**src/pkg/shb_pkg.sv**
```systemverilog
// Functional notes
// status byte: user bits 7..4, command flag 3, user flag 2, INPUT_BUFFER_FULL-like 1, OUTPUT_BUFFER_FULL-like 0
// host write with select low clears command flag, with select high sets it
// host read returns output buffer or status byte on the data bus
// host write loads data or command byte into the input buffer
// buffer flags and command flag change only after the strobe's trailing edge
// internal status updates are held off while the host reads status
// strobes are honoured only while chip select is asserted
// eight-bit data bus drives only during selected host reads
// separate input and output data buffers
// upper port 2 pins are plain port pins after reset
// flag mode: bit 4 follows output_buffer_full when its latch is one, else low
// flag mode: bit 5 shows inverse input_buffer_full when its latch is one, else low
// dma mode: writing one to bit 6 raises dma_request
// dma_request drops on acknowledged strobe or on repeated dma enable
// dma mode: bit 7 is dma_acknowledge, acting as buffer chip select
// reset clears status flip-flops and zeroes the program counter
// reset passes through a two-stage synchroniser before use
// one instruction strobe pulse per instruction cycle
// single step input advances exactly one instruction per step
// read with select high gives status; low gives data and clears output_buffer_full
// host write sets input_buffer_full; internal output load sets output_buffer_full
package shb_pkg;
	localparam int DATA_W = 8;
	localparam int NIB_W = 4;
	localparam int PC_W = 10;
	localparam int FIFO_DEPTH = 2;
	localparam int SYNC_STAGES = 2;

	localparam int ST_OBF = 0;
	localparam int ST_IBF = 1;
	localparam int ST_F0 = 2;
	localparam int ST_F1 = 3;

	localparam int P2_B4 = 0;
	localparam int P2_B5 = 1;
	localparam int P2_B6 = 2;
	localparam int P2_B7 = 3;

	localparam logic [DATA_W-1:0] BYTE_RESET = 8'h00;
	localparam logic [NIB_W-1:0] NIB_RESET = 4'h0;
	localparam logic [NIB_W-1:0] P2_LATCH_RESET = 4'hF;
	localparam logic [PC_W-1:0] PC_RESET = 10'h000;
	localparam logic [PC_W-1:0] PC_STEP = 10'h001;

	localparam int CLK_PERIOD_NS = 10;
	localparam int INSTR_CYCLE_NS = 150;
	localparam int CYCLE_CLKS = (INSTR_CYCLE_NS + CLK_PERIOD_NS - 1) / CLK_PERIOD_NS;
	localparam int CNT_W = 8;
	localparam logic [CNT_W-1:0] CNT_ZERO = 8'h00;
	localparam logic [CNT_W-1:0] CNT_ONE = 8'h01;
	localparam logic [CNT_W-1:0] CNT_LAST = CNT_W'(CYCLE_CLKS - 1);
endpackage

```
**src/shb_host_port.sv**
```systemverilog
`timescale 1ns/1ps

// two-entry buffer; ready is a flop so the source sees honest back-pressure
module shb_fifo #(
	parameter int W = 8,
	parameter int DEPTH = 2
)(
	input  wire logic         clk,
	input  wire logic         rst_n,
	input  wire logic         in_valid,
	input  wire logic [W-1:0] in_data,
	output logic              in_ready,
	output logic              out_valid,
	output logic [W-1:0]      out_data,
	input  wire logic         out_ready
);
	localparam int AW = $clog2(DEPTH);
	logic [W-1:0]  mem [DEPTH];
	logic [AW-1:0] wr_ptr;
	logic [AW-1:0] rd_ptr;
	logic [AW:0]   level;
	logic [AW:0]   next_level;
	logic          push;
	logic          pop;

	always_comb
	begin
		push = in_valid & in_ready;
		pop = out_valid & out_ready;
		next_level = level + (AW+1)'(push) - (AW+1)'(pop);
	end

	always_ff @(posedge clk or negedge rst_n)
	begin
		if (!rst_n)
		begin
			wr_ptr <= '0;
			rd_ptr <= '0;
			level <= '0;
			in_ready <= 1'b1;
			out_valid <= 1'b0;
		end
		else
		begin
			if (push)
				wr_ptr <= (wr_ptr == AW'(DEPTH - 1)) ? '0 : wr_ptr + AW'(1);
			if (pop)
				rd_ptr <= (rd_ptr == AW'(DEPTH - 1)) ? '0 : rd_ptr + AW'(1);
			level <= next_level;
			in_ready <= (next_level != (AW+1)'(DEPTH));
			out_valid <= (next_level != '0);
		end
	end

	always_ff @(posedge clk)
	begin
		if (push)
			mem[wr_ptr] <= in_data;
	end

	assign out_data = mem[rd_ptr];
endmodule

module shb_host_port
	import shb_pkg::*;
(
	// clock and reset
	input  wire logic                      MCLK,
	input  wire logic                      RESETN,
	// host bus
	input  wire logic                      CS_N,
	input  wire logic                      RD_N,
	input  wire logic                      WR_N,
	input  wire logic                      COMMAND_DATA_SELECT,
	input  wire logic [shb_pkg::DATA_W-1:0] DB_IN,
	output logic      [shb_pkg::DATA_W-1:0] DB_OUT,
	output logic                           DB_OE,
	// port 2 upper pins, index 0 is bit 4
	input  wire logic [shb_pkg::NIB_W-1:0]  P2_IN,
	output logic      [shb_pkg::NIB_W-1:0]  P2_OUT,
	// core control
	input  wire logic                      STATUS_LOAD,
	input  wire logic [shb_pkg::NIB_W-1:0]  STATUS_ACC,
	input  wire logic                      USER_FLAG0_WRITE,
	input  wire logic                      USER_FLAG0_VALUE,
	input  wire logic                      EN_FLAGS,
	input  wire logic                      EN_DMA,
	input  wire logic                      P2_WRITE,
	input  wire logic [shb_pkg::NIB_W-1:0]  P2_WDATA,
	// core to host stream
	input  wire logic                      OUT_VALID,
	input  wire logic [shb_pkg::DATA_W-1:0] OUT_DATA,
	output logic                           OUT_READY,
	// host to core
	output logic                           IN_FULL,
	output logic      [shb_pkg::DATA_W-1:0] IN_DATA,
	output logic                           IN_COMMAND,
	input  wire logic                      IN_TAKE,
	output logic      [shb_pkg::DATA_W-1:0] STATUS,
	// sequencing
	input  wire logic                      SINGLE_STEP_N,
	output logic                           INSTR_STROBE,
	output logic      [shb_pkg::PC_W-1:0]   PROGRAM_COUNTER
);
	import shb_pkg::*;

	logic [SYNC_STAGES-1:0] rst_sync;
	logic                   rst_n;

	logic              flags_en;
	logic              dma_en;
	logic [NIB_W-1:0]  p2_latch;
	logic              dma_request;
	logic              dma_acknowledge;
	logic              sel;

	logic              rd_busy;
	logic              rd_status;
	logic              rd_dma;
	logic              rd_done;
	logic              wr_busy;
	logic              wr_cmd;
	logic              wr_dma;
	logic [DATA_W-1:0] wr_data;
	logic              wr_done;
	logic              lock;

	logic [DATA_W-1:0] ibuf;
	logic [DATA_W-1:0] obuf;
	logic              input_buffer_full;
	logic              output_buffer_full;
	logic              f0;
	logic              f1;
	logic [NIB_W-1:0]  user_bits;
	logic [DATA_W-1:0] status_byte;

	logic              sts_pend;
	logic [NIB_W-1:0]  sts_pend_val;
	logic              f0_pend;
	logic              f0_pend_val;
	logic              take_pend;

	logic              fifo_valid;
	logic [DATA_W-1:0] fifo_data;
	logic              drain;

	logic [CNT_W-1:0]  cyc_cnt;
	logic              ss_q;
	logic              step_req;
	logic              cyc_end;
	logic              go;

	// release is synchronised so every flop leaves reset on the same edge
	always_ff @(posedge MCLK or negedge RESETN)
	begin
		if (!RESETN)
			rst_sync <= '0;
		else
			rst_sync <= {rst_sync[SYNC_STAGES-2:0], 1'b1};
	end
	assign rst_n = rst_sync[SYNC_STAGES-1];

	// acknowledge only counts once dma mode is on
	always_comb
	begin
		dma_acknowledge = dma_en & ~P2_IN[P2_B7];
		sel = ~CS_N | dma_acknowledge;
		rd_done = rd_busy & RD_N;
		wr_done = wr_busy & WR_N;
		status_byte = {user_bits, f1, f0, input_buffer_full, output_buffer_full};
		lock = rd_busy & rd_status;
		drain = fifo_valid & ~output_buffer_full & ~lock;
		cyc_end = (cyc_cnt == CNT_LAST);
		go = SINGLE_STEP_N | step_req;
	end

	// strobe tracking: a strobe once started is followed to its trailing edge
	always_ff @(posedge MCLK or negedge rst_n)
	begin
		if (!rst_n)
		begin
			rd_busy <= 1'b0;
			rd_status <= 1'b0;
			rd_dma <= 1'b0;
		end
		else
		begin
			rd_busy <= ~RD_N & (rd_busy | sel);
			if (!rd_busy)
			begin
				rd_status <= ~dma_acknowledge & COMMAND_DATA_SELECT;
				rd_dma <= dma_acknowledge;
			end
		end
	end

	always_ff @(posedge MCLK or negedge rst_n)
	begin
		if (!rst_n)
		begin
			wr_busy <= 1'b0;
			wr_cmd <= 1'b0;
			wr_dma <= 1'b0;
			wr_data <= BYTE_RESET;
		end
		else
		begin
			wr_busy <= ~WR_N & (wr_busy | sel);
			if (!wr_busy)
			begin
				wr_cmd <= ~dma_acknowledge & COMMAND_DATA_SELECT;
				wr_dma <= dma_acknowledge;
			end
			// data is sampled right up to the trailing edge
			if (!WR_N)
				wr_data <= DB_IN;
		end
	end

	// bus drive: one cycle behind the strobe, and off one cycle after it ends
	always_ff @(posedge MCLK or negedge rst_n)
	begin
		if (!rst_n)
		begin
			DB_OE <= 1'b0;
			DB_OUT <= BYTE_RESET;
		end
		else
		begin
			DB_OE <= ~RD_N & (rd_busy | sel);
			DB_OUT <= (rd_busy ? rd_status : (~dma_acknowledge & COMMAND_DATA_SELECT)) ? status_byte : obuf;
		end
	end

	// input buffer and command flag
	always_ff @(posedge MCLK or negedge rst_n)
	begin
		if (!rst_n)
		begin
			ibuf <= BYTE_RESET;
			input_buffer_full <= 1'b0;
			f1 <= 1'b0;
			take_pend <= 1'b0;
		end
		else
		begin
			if (IN_TAKE)
				take_pend <= 1'b1;
			if ((IN_TAKE | take_pend) & ~lock)
			begin
				input_buffer_full <= 1'b0;
				take_pend <= 1'b0;
			end
			// a host write wins over a same-cycle take
			if (wr_done)
			begin
				ibuf <= wr_data;
				input_buffer_full <= 1'b1;
				f1 <= wr_cmd;
			end
		end
	end

	// output buffer, fed from the two-entry buffer only when empty
	always_ff @(posedge MCLK or negedge rst_n)
	begin
		if (!rst_n)
		begin
			obuf <= BYTE_RESET;
			output_buffer_full <= 1'b0;
		end
		else
		begin
			if (rd_done & ~rd_status)
				output_buffer_full <= 1'b0;
			if (drain)
			begin
				obuf <= fifo_data;
				output_buffer_full <= 1'b1;
			end
		end
	end

	shb_fifo #(
		.W     (DATA_W),
		.DEPTH (FIFO_DEPTH)
	) u_out_fifo (
		.clk       (MCLK),
		.rst_n     (rst_n),
		.in_valid  (OUT_VALID),
		.in_data   (OUT_DATA),
		.in_ready  (OUT_READY),
		.out_valid (fifo_valid),
		.out_data  (fifo_data),
		.out_ready (drain)
	);

	// core status writes wait out a host status read instead of being lost
	always_ff @(posedge MCLK or negedge rst_n)
	begin
		if (!rst_n)
		begin
			user_bits <= NIB_RESET;
			f0 <= 1'b0;
			sts_pend <= 1'b0;
			sts_pend_val <= NIB_RESET;
			f0_pend <= 1'b0;
			f0_pend_val <= 1'b0;
		end
		else
		begin
			if (lock)
			begin
				if (STATUS_LOAD)
				begin
					sts_pend <= 1'b1;
					sts_pend_val <= STATUS_ACC;
				end
				if (USER_FLAG0_WRITE)
				begin
					f0_pend <= 1'b1;
					f0_pend_val <= USER_FLAG0_VALUE;
				end
			end
			else
			begin
				sts_pend <= 1'b0;
				f0_pend <= 1'b0;
				if (STATUS_LOAD)
					user_bits <= STATUS_ACC;
				else if (sts_pend)
					user_bits <= sts_pend_val;
				if (USER_FLAG0_WRITE)
					f0 <= USER_FLAG0_VALUE;
				else if (f0_pend)
					f0 <= f0_pend_val;
			end
		end
	end

	// port 2 mode and latch
	always_ff @(posedge MCLK or negedge rst_n)
	begin
		if (!rst_n)
		begin
			flags_en <= 1'b0;
			dma_en <= 1'b0;
			p2_latch <= P2_LATCH_RESET;
			dma_request <= 1'b0;
		end
		else
		begin
			if (EN_FLAGS)
				flags_en <= 1'b1;
			if (EN_DMA)
				dma_en <= 1'b1;
			if (P2_WRITE)
				p2_latch <= P2_WDATA;
			if (EN_DMA | (rd_done & rd_dma) | (wr_done & wr_dma))
				dma_request <= 1'b0;
			// a new request wins over a same-cycle clear
			if (P2_WRITE & P2_WDATA[P2_B6] & (dma_en | EN_DMA))
				dma_request <= 1'b1;
		end
	end

	always_ff @(posedge MCLK or negedge rst_n)
	begin
		if (!rst_n)
			P2_OUT <= P2_LATCH_RESET;
		else
		begin
			P2_OUT[P2_B4] <= flags_en ? (p2_latch[P2_B4] & output_buffer_full) : p2_latch[P2_B4];
			P2_OUT[P2_B5] <= flags_en ? (p2_latch[P2_B5] & ~input_buffer_full) : p2_latch[P2_B5];
			P2_OUT[P2_B6] <= dma_en ? dma_request : p2_latch[P2_B6];
			// released high so the acknowledge can pull it low
			P2_OUT[P2_B7] <= dma_en | p2_latch[P2_B7];
		end
	end

	// core-facing views
	always_ff @(posedge MCLK or negedge rst_n)
	begin
		if (!rst_n)
		begin
			IN_FULL <= 1'b0;
			IN_DATA <= BYTE_RESET;
			IN_COMMAND <= 1'b0;
			STATUS <= BYTE_RESET;
		end
		else
		begin
			IN_FULL <= input_buffer_full;
			IN_DATA <= ibuf;
			IN_COMMAND <= f1;
			STATUS <= status_byte;
		end
	end

	// instruction cycle timing; stepping holds at the cycle end
	always_ff @(posedge MCLK or negedge rst_n)
	begin
		if (!rst_n)
		begin
			cyc_cnt <= CNT_ZERO;
			ss_q <= 1'b1;
			step_req <= 1'b0;
			INSTR_STROBE <= 1'b0;
			PROGRAM_COUNTER <= PC_RESET;
		end
		else
		begin
			ss_q <= SINGLE_STEP_N;
			INSTR_STROBE <= 1'b0;
			if (!cyc_end)
				cyc_cnt <= cyc_cnt + CNT_ONE;
			else if (go)
			begin
				cyc_cnt <= CNT_ZERO;
				INSTR_STROBE <= 1'b1;
				PROGRAM_COUNTER <= PROGRAM_COUNTER + PC_STEP;
				step_req <= 1'b0;
			end
			// a rising step input is one request; at the cycle end the level already steps,
			// so remembering it there as well would run a second instruction
			if (SINGLE_STEP_N & ~ss_q & ~cyc_end)
				step_req <= 1'b1;
		end
	end
endmodule

```
**config.mk**
```make
export PLATFORM = sky130hd
export DESIGN_NAME = shb_host_port
export DESIGN_NICKNAME = d
export VERILOG_FILES = /design/src/pkg/shb_pkg.sv /design/src/shb_host_port.sv
export SDC_FILE = /design/constraint.sdc
export NUM_CORES = 1
export LEC_CHECK = 0
export ABC_CLOCK_PERIOD_IN_PS = 4550
export BUFFER_PORTS_ARGS = -buffer_cell sky130_fd_sc_hd__buf_2
export CORE_ASPECT_RATIO = 0.8
export CORE_UTILIZATION = 25
export CTS_CLUSTER_DIAMETER = 40
export DETAILED_ROUTE_END_ITERATION = 8
export SLEW_MARGIN = 5
export SYNTH_ARGS = -nofsm -noshare
export SYNTH_HDL_FRONTEND = slang
export SYNTH_SLANG_ARGS = --single-unit
```
**constraint.sdc**
```tcl
create_clock -name MCLK -period 4.55 [get_ports MCLK]
set_input_delay 0.91 -clock MCLK [delete_from_list [all_inputs] [get_ports MCLK]]
set_output_delay 0.91 -clock MCLK [all_outputs]
set_load 0.01 [all_outputs]
```
==> impl_metrics.env <==
export IMPL_drc=0
export IMPL_max_stage_delay_ns=0.54
export IMPL_fin_crit_sh_pct=57.0
export IMPL_die_y_um=125
export IMPL_area_growth_syn_to_layout_pct=27.2
export IMPL_relSlewSlack_pct=51.5
export IMPL_seq_power_share_pct=44.8
export IMPL_gp_congestion=0.759
export IMPL_outcome="complete, no violations"
export IMPL_antenna_found_initial=0
export IMPL_dpl_hpwl_um=6270
export IMPL_synthCells=342
export IMPL_crit_family="simple AND/OR/NAND/NOR gates"
export IMPL_final_cell_mix="dfrtp_1 (99), buf_2 (82), mux2_2 (34)"
export IMPL_syn_num_nets=390
export IMPL_switching_share_pct=27.8
export IMPL_syn_cell_area_um2=4700
export IMPL_wire_per_inst_um=12.7
export IMPL_netlist_top_cells_area="dfrtp_1 (53%), edfxtp_1 (10%), mux2_2 (8.1%)"
export IMPL_initial_utilization_pct=25.7
export IMPL_nFillCells=1845
export IMPL_vias=2855
export IMPL_cts_sinks=126
export IMPL_fp_row_count=44
export IMPL_cts_root_buf="clkbuf_16"
export IMPL_path_buf_inv=2
export IMPL_drive_above_1_share_pct=37.8
export IMPL_clockBufferDepth=2
export IMPL_grt_pass1_vias=2965
export IMPL_worst_slew_pin_slew_ns=0.727
export IMPL_min_path_type="input port to async pin"
export IMPL_antennaDiodeCount=0
export IMPL_finalSetupViolCount=0
export IMPL_avgViaCountPerCell=4.08
export IMPL_max_freq_mhz=385
export IMPL_yosysWarningCount=0
export IMPL_ys_flop_type="dfrtp_1"
export IMPL_core_area_um2=18300
export IMPL_worstSetupPathType="register to register"
export IMPL_rsz0062_at_grt="false"
export IMPL_synth_top_cell_by_area="dfrtp_1"
export IMPL_drv_slew=0
export IMPL_synth_top_cell_area_share_pct=53.2
export IMPL_die_w_um=155
export IMPL_skew_ns=0.00618
export IMPL_clock_power_share_pct=37.9
export IMPL_hold_viol=0
export IMPL_portBuffers=82
export IMPL_post_cts_buffers=0
export IMPL_start_kind="register"
export IMPL_h_tree_depth=4
export IMPL_finalSetupTns_ns=0
export IMPL_slowest_stage="nand3_1"
export IMPL_dieArea_um2=19400
export IMPL_cp_arrival_ns=2.94
export IMPL_clk_latency_ns=0.42
export IMPL_grt_max_degree=57
export IMPL_layout_commonest_cell="dfrtp_1"
export IMPL_async_flop_share_pct=87.3
export IMPL_p_int_mw=2.59
export IMPL_p_leak_nw=2.74
export IMPL_final_nets=482
export IMPL_crit_fanout=19
export IMPL_syn_avg_cell_area_um2=13.8
export IMPL_postCtsHoldBufs=0
export IMPL_synth_edff_count=16
export IMPL_grt_pass1_wl_um=14900
export IMPL_crit_required_ns=4.89
export IMPL_vdd_drop_max_mv=0.183
export IMPL_initialDrtViolationCount=118
export IMPL_ys_seq_area_share_pct=69.0
export IMPL_cts_resized=0
export IMPL_path_cells="nand2_1 -> nand3_1 -> inv_1 -> ha_1 -> inv_1 -> ha_1 -> xor2_1 -> xnor2_1 -> or2_2"
export IMPL_final_util_pct=32.7
export IMPL_finalWirelength_um=8880
export IMPL_crit_path_end_kind="register"
export IMPL_cts_tree="yes"
export IMPL_overflow=0
export IMPL_drv_cap=0
export IMPL_synthDistinctLibCells=42
export IMPL_grt_util_all_layers_pct=10.3
export IMPL_firstDrtPassIters=4
export IMPL_combPwrFrac_pct=17.3
export IMPL_fin_crit_ns=2.59
export IMPL_switchingPower_uw=999
export IMPL_ios=86
export IMPL_ant_nets=0
export IMPL_clk_pin_slew_worst_paths_ns=0.05
export IMPL_ys_ff_latch=126
export IMPL_cts_inserted_buffers=17
export IMPL_power_per_cell_area_nw_per_um2=600
[power by group through the flow]
| stage | Combinational (mW) | Sequential [mW] | Clock (mW) |
|---|---|---|---|
| after floorplan | 0.409 | 1.61 | 0 |
| after global placement | 0.611 | 1.62 | 0 |
| after detailed placement | 0.631 | 1.63 | 0 |
| after CTS | 0.638 | 1.61 | 1.40 |
| after global routing | 0.705 | 1.65 | 1.46 |
| final | 0.620 | 1.61 | 1.36 |
[logic make-up (layout without fill, tap and decap cells)]
family | Yosys count | after routing | synth area share [%]
flops | 126 | 126 | 69.0
simple gates | 93 | 93 | 10.3
mux | 43 | 43 | 10.1
compound gates | 37 | 37 | 4.23
buf+inv | 21 | 126 | 2.05
xor+xnor | 16 | 16 | 2.98
fa+ha+maj | 5 | 5 | 1.33
other cells | 1 | 1 | 0.0797
[metrics by stage]
stage          std cells  area (um2)  worst slack [ns]  hold slack [ns]  power [mW]
3_3_place_gp         668        5390              1.99            0.337        2.23
6_report             700        5980              1.96            0.264        3.59
2_1_floorplan        342        4700              1.28            0.331        2.02
4_1_cts              700        5980              1.89            0.243        3.65
5_1_grt              700        5980              1.67            0.244        3.81
3_5_place_dp         668        5390              1.93            0.338        2.26
[layer usage]
metal / global-route usage (%) / part of all wire, % / routed length [um]
met1: 12.6 / 46 / 4090
met2: 15.2 / 46 / 4120
met3: 4.31 / 5.5 / 487
met4: 5.54 / 1.9 / 173
met5: 0 / 0 / 0
[synthesized netlist by cell type, types with 5 or more instances]
cell	instances
mux2i_1	9
dfrtp_1	100
nand4_1	6
nor2_1	17
dfstp_2	10
inv_1	11
nand2_1	31
a21oi_1	7
xor2_1	5
o21ai_0	24
ha_1	5
mux2_2	34
edfxtp_1	16
xnor2_1	11
nand3_1	9
[worst paths after layout]
kind | end | from | cells past startpoint | slack (ns)
setup / recovery | u_out_fifo.in_ready | DB_OE | 9 | 1.96
hold / removal | rst_sync[0] | RESETN | 1 | 0.26
setup reg to reg | u_out_fifo.in_ready | DB_OE | 9 | 1.96
hold reg to reg | rst_sync[1] | rst_sync[0] | 0 | 0.35
max in group asynchronous | STATUS[0] | rst_sync[1] | 1 | 3.00
min in group MCLK | rst_sync[1] | rst_sync[0] | 0 | 0.35
[layout make-up]
type,count,area [um2],area share (%)
Tap cell,253,317,5.29
Inverter,11,41.3,0.690
Clock inverter,14,166,2.78
Multi-Input combinational cell,195,1360,22.8
Timing Repair Buffer,83,418,6.99
Clock buffer,18,429,7.17
Sequential cell,126,3250,54.3
[state kept, by name, summed over array words and instances, names as in the netlist, 8 cells and up]
signal,count
u_out_fifo.mem,16
PROGRAM_COUNTER,10
DB_OUT,8
IN_DATA,8
STATUS,8
cyc_cnt,8
ibuf,8
obuf,8
wr_data,8
No activity file was read; power rests on OpenSTA's default activity.
